<file path="config.mk">
export PLATFORM = sky130hd
export DESIGN_NAME = acs_top
export DESIGN_NICKNAME = d
export VERILOG_FILES = /design/src/acs_pkg.sv /design/src/acs_edge_sync.sv /design/src/acs_top.sv
export SDC_FILE = /design/constraint.sdc
export NUM_CORES = 1
export LEC_CHECK = 0
export BUFFER_PORTS_ARGS = -buffer_cell sky130_fd_sc_hd__buf_2
export CORE_MARGIN = 3
export CORE_UTILIZATION = 55
export DETAILED_ROUTE_END_ITERATION = 7
export HOLD_SLACK_MARGIN = 0.08
export PLACE_DENSITY = 0.82
export REMOVE_ABC_BUFFERS = 1
export SYNTH_ARGS = -nofsm -noshare
export SYNTH_HDL_FRONTEND = slang
export SYNTH_SLANG_ARGS = --single-unit
export TNS_END_PERCENT = 5
</file>
<file path="constraint.sdc">
create_clock -name core_clk -period 2.8 [get_ports core_clk]
set_clock_uncertainty 0.05 [all_clocks]
set_input_delay 0.42 -clock core_clk [delete_from_list [all_inputs] [get_ports core_clk]]
set_output_delay 0.42 -clock core_clk [all_outputs]
set_load 0.005 [all_outputs]
</file>
<file path="src/acs_pkg.sv">
// Package holding the calibration sequencer constants, register map and state codes.
package acs_pkg;
   // Sample path width.
   localparam int unsigned SAMPLE_W      = 14;
   // Register map of the serial control port.
   localparam logic [7:0]  CAL_STATE_ADDR = 8'hb6;
   localparam int unsigned CAL_DONE_BIT  = 0;
   localparam logic [7:0]  REG_ZERO      = 8'h00;
   // Timing figures as printed, in milliseconds, and the clock rate in MHz.
   localparam int unsigned CAL_TYP_MS    = 280;
   localparam int unsigned CAL_MAX_MS    = 550;
   localparam int unsigned CLK_MHZ       = 125;
   // Cycle counts derived from the figures; the longest time converts exactly, without rounding.
   localparam int unsigned CAL_TYP_CYC   = CAL_TYP_MS * CLK_MHZ * 1000;
   localparam int unsigned CAL_MAX_CYC   = (CAL_MAX_MS * CLK_MHZ * 1000);
   localparam int unsigned CNT_W         = 27;
   // Scrambler used to make the lanes toggle while calibration runs.
   localparam logic [SAMPLE_W-1:0] LFSR_SEED = 14'h1ace;
   localparam logic [SAMPLE_W-1:0] LFSR_TAPS = 14'h2803;
   localparam logic [SAMPLE_W-1:0] FULL_ONES = 14'h3fff;
   localparam logic [SAMPLE_W-1:0] FULL_ZERO = 14'h0000;

   // Sequencer states, Gray coded along hold, calibrate, run.
   typedef enum logic [1:0] {
      ACS_HOLD = 2'b00,
      ACS_CAL  = 2'b01,
      ACS_RUN  = 2'b11
   } acs_state_e;

   // Galois step of the lane scrambler.
   function automatic logic [SAMPLE_W-1:0] acs_lfsr_step(input logic [SAMPLE_W-1:0] v);
      acs_lfsr_step = v[0] ? ((v >> 1) ^ LFSR_TAPS) : (v >> 1);
   endfunction : acs_lfsr_step
endpackage : acs_pkg

</file>
<file path="src/acs_edge_sync.sv">
// Two-stage synchroniser for the calibrate request line with a rising-edge pulse.
`timescale 1ns/1ps
module acs_edge_sync (
   input  wire logic core_clk,
   input  wire logic rstN,
   input  wire logic lineIn,
   output logic      lineSync,
   output logic      risePulse
);
   logic s1_q, s2_q, s3_q, rise_q;
   logic s1_d, s2_d, s3_d, rise_d;

   // The first stage feeds only the second; the edge is taken from later stages.
   always_comb begin
      s1_d   = lineIn;
      s2_d   = s1_q;
      s3_d   = s2_q;
      rise_d = s2_q & ~s3_q;
   end

   // Stages reset low so a line already high at reset release counts as an edge.
   always_ff @(posedge core_clk or negedge rstN) begin
      if (!rstN) begin
         s1_q   <= 1'b0;
         s2_q   <= 1'b0;
         s3_q   <= 1'b0;
         rise_q <= 1'b0;
      end else begin
         s1_q   <= s1_d;
         s2_q   <= s2_d;
         s3_q   <= s3_d;
         rise_q <= rise_d;
      end
   end

   assign lineSync  = s2_q;
   assign risePulse = rise_q;
endmodule : acs_edge_sync

</file>
<file path="src/acs_top.sv">
// Calibration sequencer: power-on hold, calibrate request line, status register, output clamp.
`timescale 1ns/1ps
module acs_top
   import acs_pkg::*;
#(
   parameter int unsigned CAL_CYCLES = acs_pkg::CAL_TYP_CYC
) (
   input  wire logic                        core_clk,
   input  wire logic                        nrst,
   input  wire logic                        analogSupplyOk,
   input  wire logic                        digitalSupplyOk,
   input  wire logic                        calReqNIn,
   output logic                             calReqNOut,
   output logic                             calReqNOe,
   input  wire logic                        regRd,
   input  wire logic [7:0]                  regAddr,
   output logic      [7:0]                  regRdData,
   output logic                             regRdValid,
   output logic                             regRdRefused,
   input  wire logic [acs_pkg::SAMPLE_W-1:0] sampleIn,
   input  wire logic                        overRangePos,
   input  wire logic                        overRangeNeg,
   output logic      [acs_pkg::SAMPLE_W-1:0] laneData,
   output logic                             laneValid
);
   import acs_pkg::*;

   // Reset release through two flip-flops; the rest of the design uses rstN.
   logic rstMeta_q, rstN_q;
   always_ff @(posedge core_clk or negedge nrst) begin
      if (!nrst) begin
         rstMeta_q <= 1'b0;
         rstN_q    <= 1'b0;
      end else begin
         rstMeta_q <= 1'b1;
         rstN_q    <= rstMeta_q;
      end
   end
   logic rstN;
   assign rstN = rstN_q;

   // Synchronised request line and its rising edge.
   logic lineSync, lineRise;
   acs_edge_sync u_acs_edge_sync (
      .core_clk  (core_clk),
      .rstN      (rstN),
      .lineIn    (calReqNIn),
      .lineSync  (lineSync),
      .risePulse (lineRise)
   );

   // Power-on hold: the open-drain driver only ever pulls low.
   logic porOe_q, porOe_d;
   always_comb begin
      porOe_d = ~(analogSupplyOk & digitalSupplyOk);
   end
   always_ff @(posedge core_clk or negedge rstN) begin
      if (!rstN) porOe_q <= 1'b1;
      else       porOe_q <= porOe_d;
   end
   assign calReqNOut = 1'b0;
   assign calReqNOe  = porOe_q;

   // Sequencer state and the calibration timer.
   acs_state_e         state_q, state_d;
   logic [CNT_W-1:0]   calCnt_q, calCnt_d;
   logic               calEnd;
   assign calEnd = (calCnt_q == CNT_W'(CAL_CYCLES - 1));

   // A low line holds everything; the rising edge wins over any state, even run.
   always_comb begin
      state_d  = state_q;
      calCnt_d = calCnt_q;
      if (lineRise) begin
         state_d  = ACS_CAL;
         calCnt_d = '0;
      end else if (!lineSync) begin
         state_d  = ACS_HOLD;
         calCnt_d = '0;
      end else begin
         unique case (state_q)
            ACS_HOLD: state_d = ACS_HOLD;
            ACS_CAL: begin
               if (calEnd) state_d = ACS_RUN;
               else        calCnt_d = calCnt_q + CNT_W'(1);
            end
            ACS_RUN: state_d = ACS_RUN;
            default: state_d = ACS_HOLD;
         endcase
      end
   end
   always_ff @(posedge core_clk or negedge rstN) begin
      if (!rstN) begin
         state_q  <= ACS_HOLD;
         calCnt_q <= '0;
      end else begin
         state_q  <= state_d;
         calCnt_q <= calCnt_d;
      end
   end

   logic calDone;
   assign calDone = (state_q == ACS_RUN);

   // Register reads. While calibrating only the status register answers; other
   // reads are refused, since the core registers are not stable until the end.
   logic [7:0] rdData_q, rdData_d;
   logic       rdValid_q, rdValid_d, rdRef_q, rdRef_d;
   always_comb begin
      rdData_d  = REG_ZERO;
      rdValid_d = 1'b0;
      rdRef_d   = 1'b0;
      if (regRd) begin
         if (regAddr == CAL_STATE_ADDR) begin
            rdValid_d              = 1'b1;
            rdData_d[CAL_DONE_BIT] = calDone;
         end else if (!calDone) begin
            rdRef_d = 1'b1;
         end else begin
            rdValid_d = 1'b1;
         end
      end
   end
   always_ff @(posedge core_clk or negedge rstN) begin
      if (!rstN) begin
         rdData_q  <= REG_ZERO;
         rdValid_q <= 1'b0;
         rdRef_q   <= 1'b0;
      end else begin
         rdData_q  <= rdData_d;
         rdValid_q <= rdValid_d;
         rdRef_q   <= rdRef_d;
      end
   end
   assign regRdData    = rdData_q;
   assign regRdValid   = rdValid_q;
   assign regRdRefused = rdRef_q;

   // Lane output: clamped samples in run, scrambler noise otherwise. Positive
   // over-range takes priority if both flags are raised at once.
   logic [SAMPLE_W-1:0] lane_q, lane_d, lfsr_q, lfsr_d;
   logic                laneValid_q, laneValid_d;
   always_comb begin
      lfsr_d      = acs_lfsr_step(lfsr_q);
      laneValid_d = calDone;
      if (!calDone)          lane_d = lfsr_q;
      else if (overRangePos) lane_d = FULL_ONES;
      else if (overRangeNeg) lane_d = FULL_ZERO;
      else                   lane_d = sampleIn;
   end
   always_ff @(posedge core_clk or negedge rstN) begin
      if (!rstN) begin
         lane_q      <= FULL_ZERO;
         lfsr_q      <= LFSR_SEED;
         laneValid_q <= 1'b0;
      end else begin
         lane_q      <= lane_d;
         lfsr_q      <= lfsr_d;
         laneValid_q <= laneValid_d;
      end
   end
   assign laneData  = lane_q;
   assign laneValid = laneValid_q;
endmodule : acs_top

</file>
# Yosys cells after proc, flatten, opt, wreduce, memory -nomap -nowiden
# Index checks and enable logic that the tools add are counted.
# totals
register_bits,68
inputBits,30
output_inout_bits,27
word_cells,49
# op_classes
addsub,1
eq_ne,7
muxes,20
bitwise,5
reduce_logical,1
# ops
operator,n
27-bit two-way mux,4
14-bit two-way mux,4
"27-bit by 1-bit adder with 27-bit output, second input constant",1
"27-bit by 26-bit equality test with 1-bit output, second input constant",1
"8-bit equality test, second input constant",1
1-bit two-way mux,8
2-bit two-way mux,3
"3-bit != test, second input constant",2
"4-bit != test, second input constant",1
3-bit inverter with 4-bit output,1
2-bit case mux with 2 select lines,1
1-bit bitwise AND,2
"2-bit by 1-bit equality test with 1-bit output, second input constant",1
"2-bit equality test, second input constant",1
1-bit inverter,2
2-bit AND reduction,1

# Longest topological paths before layout
# logic_depth
depth_word,5
mapped_depth,7
ltp_nobuf,6

# Modules after synthesis
# From an unflattened synthesis, not the netlist that was laid out.
# hier_totals
cells_unflattened,270
area_unflattened_um2,2882.8
# modules_own_cells
module,instances,cells_each,area_per_inst_um2,seq_area_each_um2
acs_top,1,265,2768.9,1612.8
acs_edge_sync,1,5,113.9,100.1

# Least setup slack after synthesis
# Ideal clock, no wire load.
# synth_path
kind,register to register
start,register calCnt_q[0]
end,register calCnt_q[5]
setup_ns,0.140
arrival_time_ns,1.640
required_time_ns,2.610
path_slack_ns,0.971
stages_incl_launch_ff,8
path_buffers,1
synth_period_minus_slack_ns,1.829
path_cell_list,dfrtp_1 ha_1 and4_1 nand4_1 o21ai_2 buf_2 o311ai_0 o41ai_1
# synth_via
elab_chain_len,5
word_cells_on_any_way,8
cone_classes,1 x add/sub; 2 x eq/ne; 4 x mux; 1 x reduce/logical
# synth_rtl
item,line,source
"start, declared",acs_top.sv:66,"logic [CNT_W-1:0] calCnt_q, calCnt_d;"
"start signal, assigned",acs_top.sv:98,calCnt_q <= calCnt_d;
27-bit by 1-bit adder with 27-bit output,acs_top.sv:85,else calCnt_d = calCnt_q + CNT_W'(1);
27-bit two-way mux,acs_top.sv:84,if (calEnd) state_d = ACS_RUN;
27-bit two-way mux,acs_top.sv:81,unique case (state_q)
27-bit two-way mux,acs_top.sv:77,end else if (!lineSync) begin
27-bit two-way mux,acs_top.sv:74,if (lineRise) begin
# Parallel ways exist; a longest one is shown, timed or not. The select of a mux whose other input is x is not followed.
# A chain may end at the register's enable or synchronous reset.

# Worst setup path in the final report
# layout_path
start,register calCnt_q[0]
end,register calCnt_q[9]
# The elaborated chain is that of the path after synthesis.

==> flow_summary_export.csv <==
group,metric,value,unit
sta,rsz0062_at_grt,"false",
synth,synth_top_area_share,0.497,
clocking,htreeDepth,3,
power_and_ir_drop,p_int,1640,uW
synth,yosys-top-cells-area,"dfrtp_1, dfstp_2, a21oi_1, nor2_1, xnor2_1",
sta,clock.fmax,0.450,GHz
sta,tns,0,ns
synth,synth-seq-cells,68,
synth,netlist-cell-type-count,47,
hold_path,worstHoldStart,"calReqNIn",
sta,min_period_over_period,0.794,
place,dpl_worst_slack,0.653,ns
hold_path,hp-class,"in -> reg",
drt,vias,2198,
clocking,cts_tree,"done",
floorplan,rows,26,
status,status,"complete, no violations",
power_and_ir_drop,seqPwrFrac,0.486,
synth,yosys_warnings,0,
grt,use_met3,0.0564,
cells_and_area,drive_above_1_share,0.267,
drt,wl_per_cell,14.6,um
power_and_ir_drop,switchingPower,455,uW
critical_path,crit_path_cell_trace,"ha_1 -> and4_1 -> nand4_1 -> o21ai_2 -> buf_4 -> or4_1 -> a21oi_1",
place,placed_cells,390,
power_and_ir_drop,power.share.clock,0.461,
synth,async_flop_share,1.00,
grt,grt_overflow,0,
grt,met1_usage,0.270,
place,place.gp.congestion,0.846,
critical_path,cp.required,2.99,ns
cells_and_area,area_delta_synth_final,17.7,%
sta,slew_violations,0,
cells_and_area,final_core_util,0.676,
drt,ant_nets,0,
clocking,clk-insertion-delay-late,0.34,ns
cells_and_area,instances_no_fill,407,
cells_and_area,nNetsFinal,363,
power_and_ir_drop,p_comb_frac,0.053,
sta,slew_headroom,0.374,
drt,drt_first_pass_iters,4,
grt,antenna_found_initial,0,
critical_path,rrSetupSlack,0.58,ns
floorplan,die_area,0.00632,sq mm
grt,track_usage,0.211,
synth,synth_top_area_cell,"dfrtp_1",
cells_and_area,n_antenna_cell,0,
power_and_ir_drop,switching_share,0.218,
drt,viasPerCell,5.40,
sta,setup_viol,0,
sta,layout_setup_ws,0.577,ns
sta,worstMarginPinSlew,0.938,ns
synth,syn_area_per_cell,10.6,sq um
grt,grt_max_degree,28,
floorplan,ioPinCount,57,
job,max_cap_violations,0,
critical_path,endpoint_kind,"register",
clocking,cts_buffer_depth,2,
clocking,clkTransAtPathRegs,0.07,ns
synth,syn_inst,280,
synth,yosys-top-cells-count,"dfrtp_1, a21oi_1, nor2_1",
hold_path,holdPathStages,1,
place,io_buffers,48,
grt,grt_pass1_vias,2250,
critical_path,path_class,"reg -> reg",
synth,synth_edf_count,0,
floorplan,die_h,79.5,um
place,hpwlAfterDp,4.09,mm
critical_path,critPathSlowestCell,"or4_1",
synth,synth_most_common_cell,"dfrtp_1",
critical_path,r2r-end,"calCnt_q[9]$_DFFE_PN0P_",
critical_path,cp_slowest_stage_delay,0.51,ns
sta,fin_crit,2.22,ns
floorplan,core_area,0.00517,sq mm
clocking,root_buffer,"clkbuf_8",
drt,drc,0,
synth,synthFlopType,"dfrtp_1",
critical_path,worstSetupStartpointType,"register",
drt,drtIter0Drc,177,
critical_path,rr_startpoint,"calCnt_q[0]$_DFFE_PN0P_",
floorplan,fp.dieW,79.5,um
critical_path,rr_worst_depth,7,
clocking,clock-sinks,68,
critical_path,critPathMaxFanout,19,
floorplan,start_util,0.574,
synth,yosysSeqAreaShare,0.577,
hold_path,hold_end,"u_acs_edge_sync.s1_q$_DFF_PN0_",
grt,top_usage_layer,"met2",
drt,wl,5.95,mm
grt,use_met2,0.338,
synth,synth.cell_area,0.00297,sq mm
power_and_ir_drop,max-vdd-ir-drop,0.513,mV
sta,hold_violations,0,
power_and_ir_drop,p_per_area,598,mW/mm^2
critical_path,cp.arrival,2.42,ns
clocking,post_cts_buffers,0,
grt,grt_pass1_wl,10.3,mm
clocking,cts_made_buffers,9,
power_and_ir_drop,power_leakage,0.00160,uW
==> what timing repair did <==
item,in CTS,in global routing
endpoints found under the hold margin,2,0
resized for setup,0,0
hold buffers,1,0
==> layout by cell type (no fill, tap or decap), drive strengths merged, types with 2 or more instances in the layout <==
cell type | netlist | routed
xor2 | 7 | 7
or4 | 6 | 6
dfrtp | 59 | 59
nor4b | 3 | 3
and3 | 2 | 2
and2 | 2 | 2
nor3 | 3 | 3
nor3b | 2 | 2
a21oi | 39 | 39
buf | 13 | 53
clkinv | 0 | 3
inv | 6 | 6
o31ai | 4 | 4
xnor2 | 9 | 9
nand2b | 4 | 4
clkbuf | 7 | 10
nand4 | 6 | 6
nor2 | 31 | 31
o21ai | 9 | 9
nor2b | 4 | 4
nand3 | 12 | 12
bufinv | 0 | 3
and4 | 3 | 3
nand2 | 16 | 16
dfstp | 9 | 9
nor4 | 6 | 6
or3 | 7 | 7
o21a | 2 | 2
conb | 2 | 9
==> critical path, delay by kind of cell, from the launching register on <==
family	cells	cell delay [ns]
and+or+nand+nor	3	0.86
DFF	1	0.43
AOI/OAI and AO/OA	2	0.30
adders and majority gates	1	0.28
buffers and inverters	1	0.21
==> state kept, by name, indices dropped and copies added (netlist names), 2 cells and up <==
name / flops
laneData: 14
state_q: 2
calCnt_q: 27
lfsr_q: 14
==> layout make-up <==
type | count | area (sq um)
clock inverters | 6 | 113
flip-flops and latches | 68 | 1710
repair buffers | 54 | 288
multi-input cells | 193 | 1140
fillers | 391 | 1680
well taps | 70 | 87.6
inverters | 6 | 22.5
clock buffers | 10 | 128
==> cell families after synthesis <==
family	share of synthesized area
other cells	0.00253
flops	0.577
fa+ha+maj	0.00421
compound gates	0.109
buf+inv	0.0468
xor+xnor	0.0472
simple gates	0.214
==> power groups by stage <==
stage | clock [uW] | combinational, uW | sequential [uW]
global route | 1020 | 128 | 1020
CTS | 975 | 112 | 1020
finish | 964 | 111 | 1020
floorplan | 0 | 47.1 | 1040
detailed placement | 0 | 110 | 1030
global placement | 0 | 107 | 1030
==> layer usage <==
layer  vias to the layer above  share of wire
li1                       1066              -
met1                      1053           0.43
met2                        71           0.50
met3                         8          0.065
met4                         0          0.012
met5                         -              0
==> per-stage QoR <==
step / power (uW) / area (sq um) / hold slack, ns
after floorplan: 1090 / 2880 / 0.0744
after global placement: 1140 / 3250 / 0.156
after detailed placement: 1140 / 3250 / 0.158
after CTS: 2100 / 3500 / 0.127
after global routing: 2170 / 3500 / 0.127
final: 2090 / 3500 / 0.138
==> worst max path at each step <==
stage | start | endpoint | slack, ns
after floorplan | rstN$_DFF_PN0_ | calCnt_q[0]$_DFFE_PN0P_ | 0.73
after CTS | calCnt_q[0]$_DFFE_PN0P_ | calCnt_q[11]$_DFFE_PN0P_ | 0.61
after global routing | calCnt_q[1]$_DFFE_PN0P_ | calCnt_q[14]$_DFFE_PN0P_ | 0.42
final | calCnt_q[0]$_DFFE_PN0P_ | calCnt_q[9]$_DFFE_PN0P_ | 0.58
after global placement | calCnt_q[0]$_DFFE_PN0P_ | calCnt_q[9]$_DFFE_PN0P_ | 0.69
after detailed placement | calCnt_q[0]$_DFFE_PN0P_ | calCnt_q[9]$_DFFE_PN0P_ | 0.65
No activity file was read; power rests on OpenSTA's default activity.
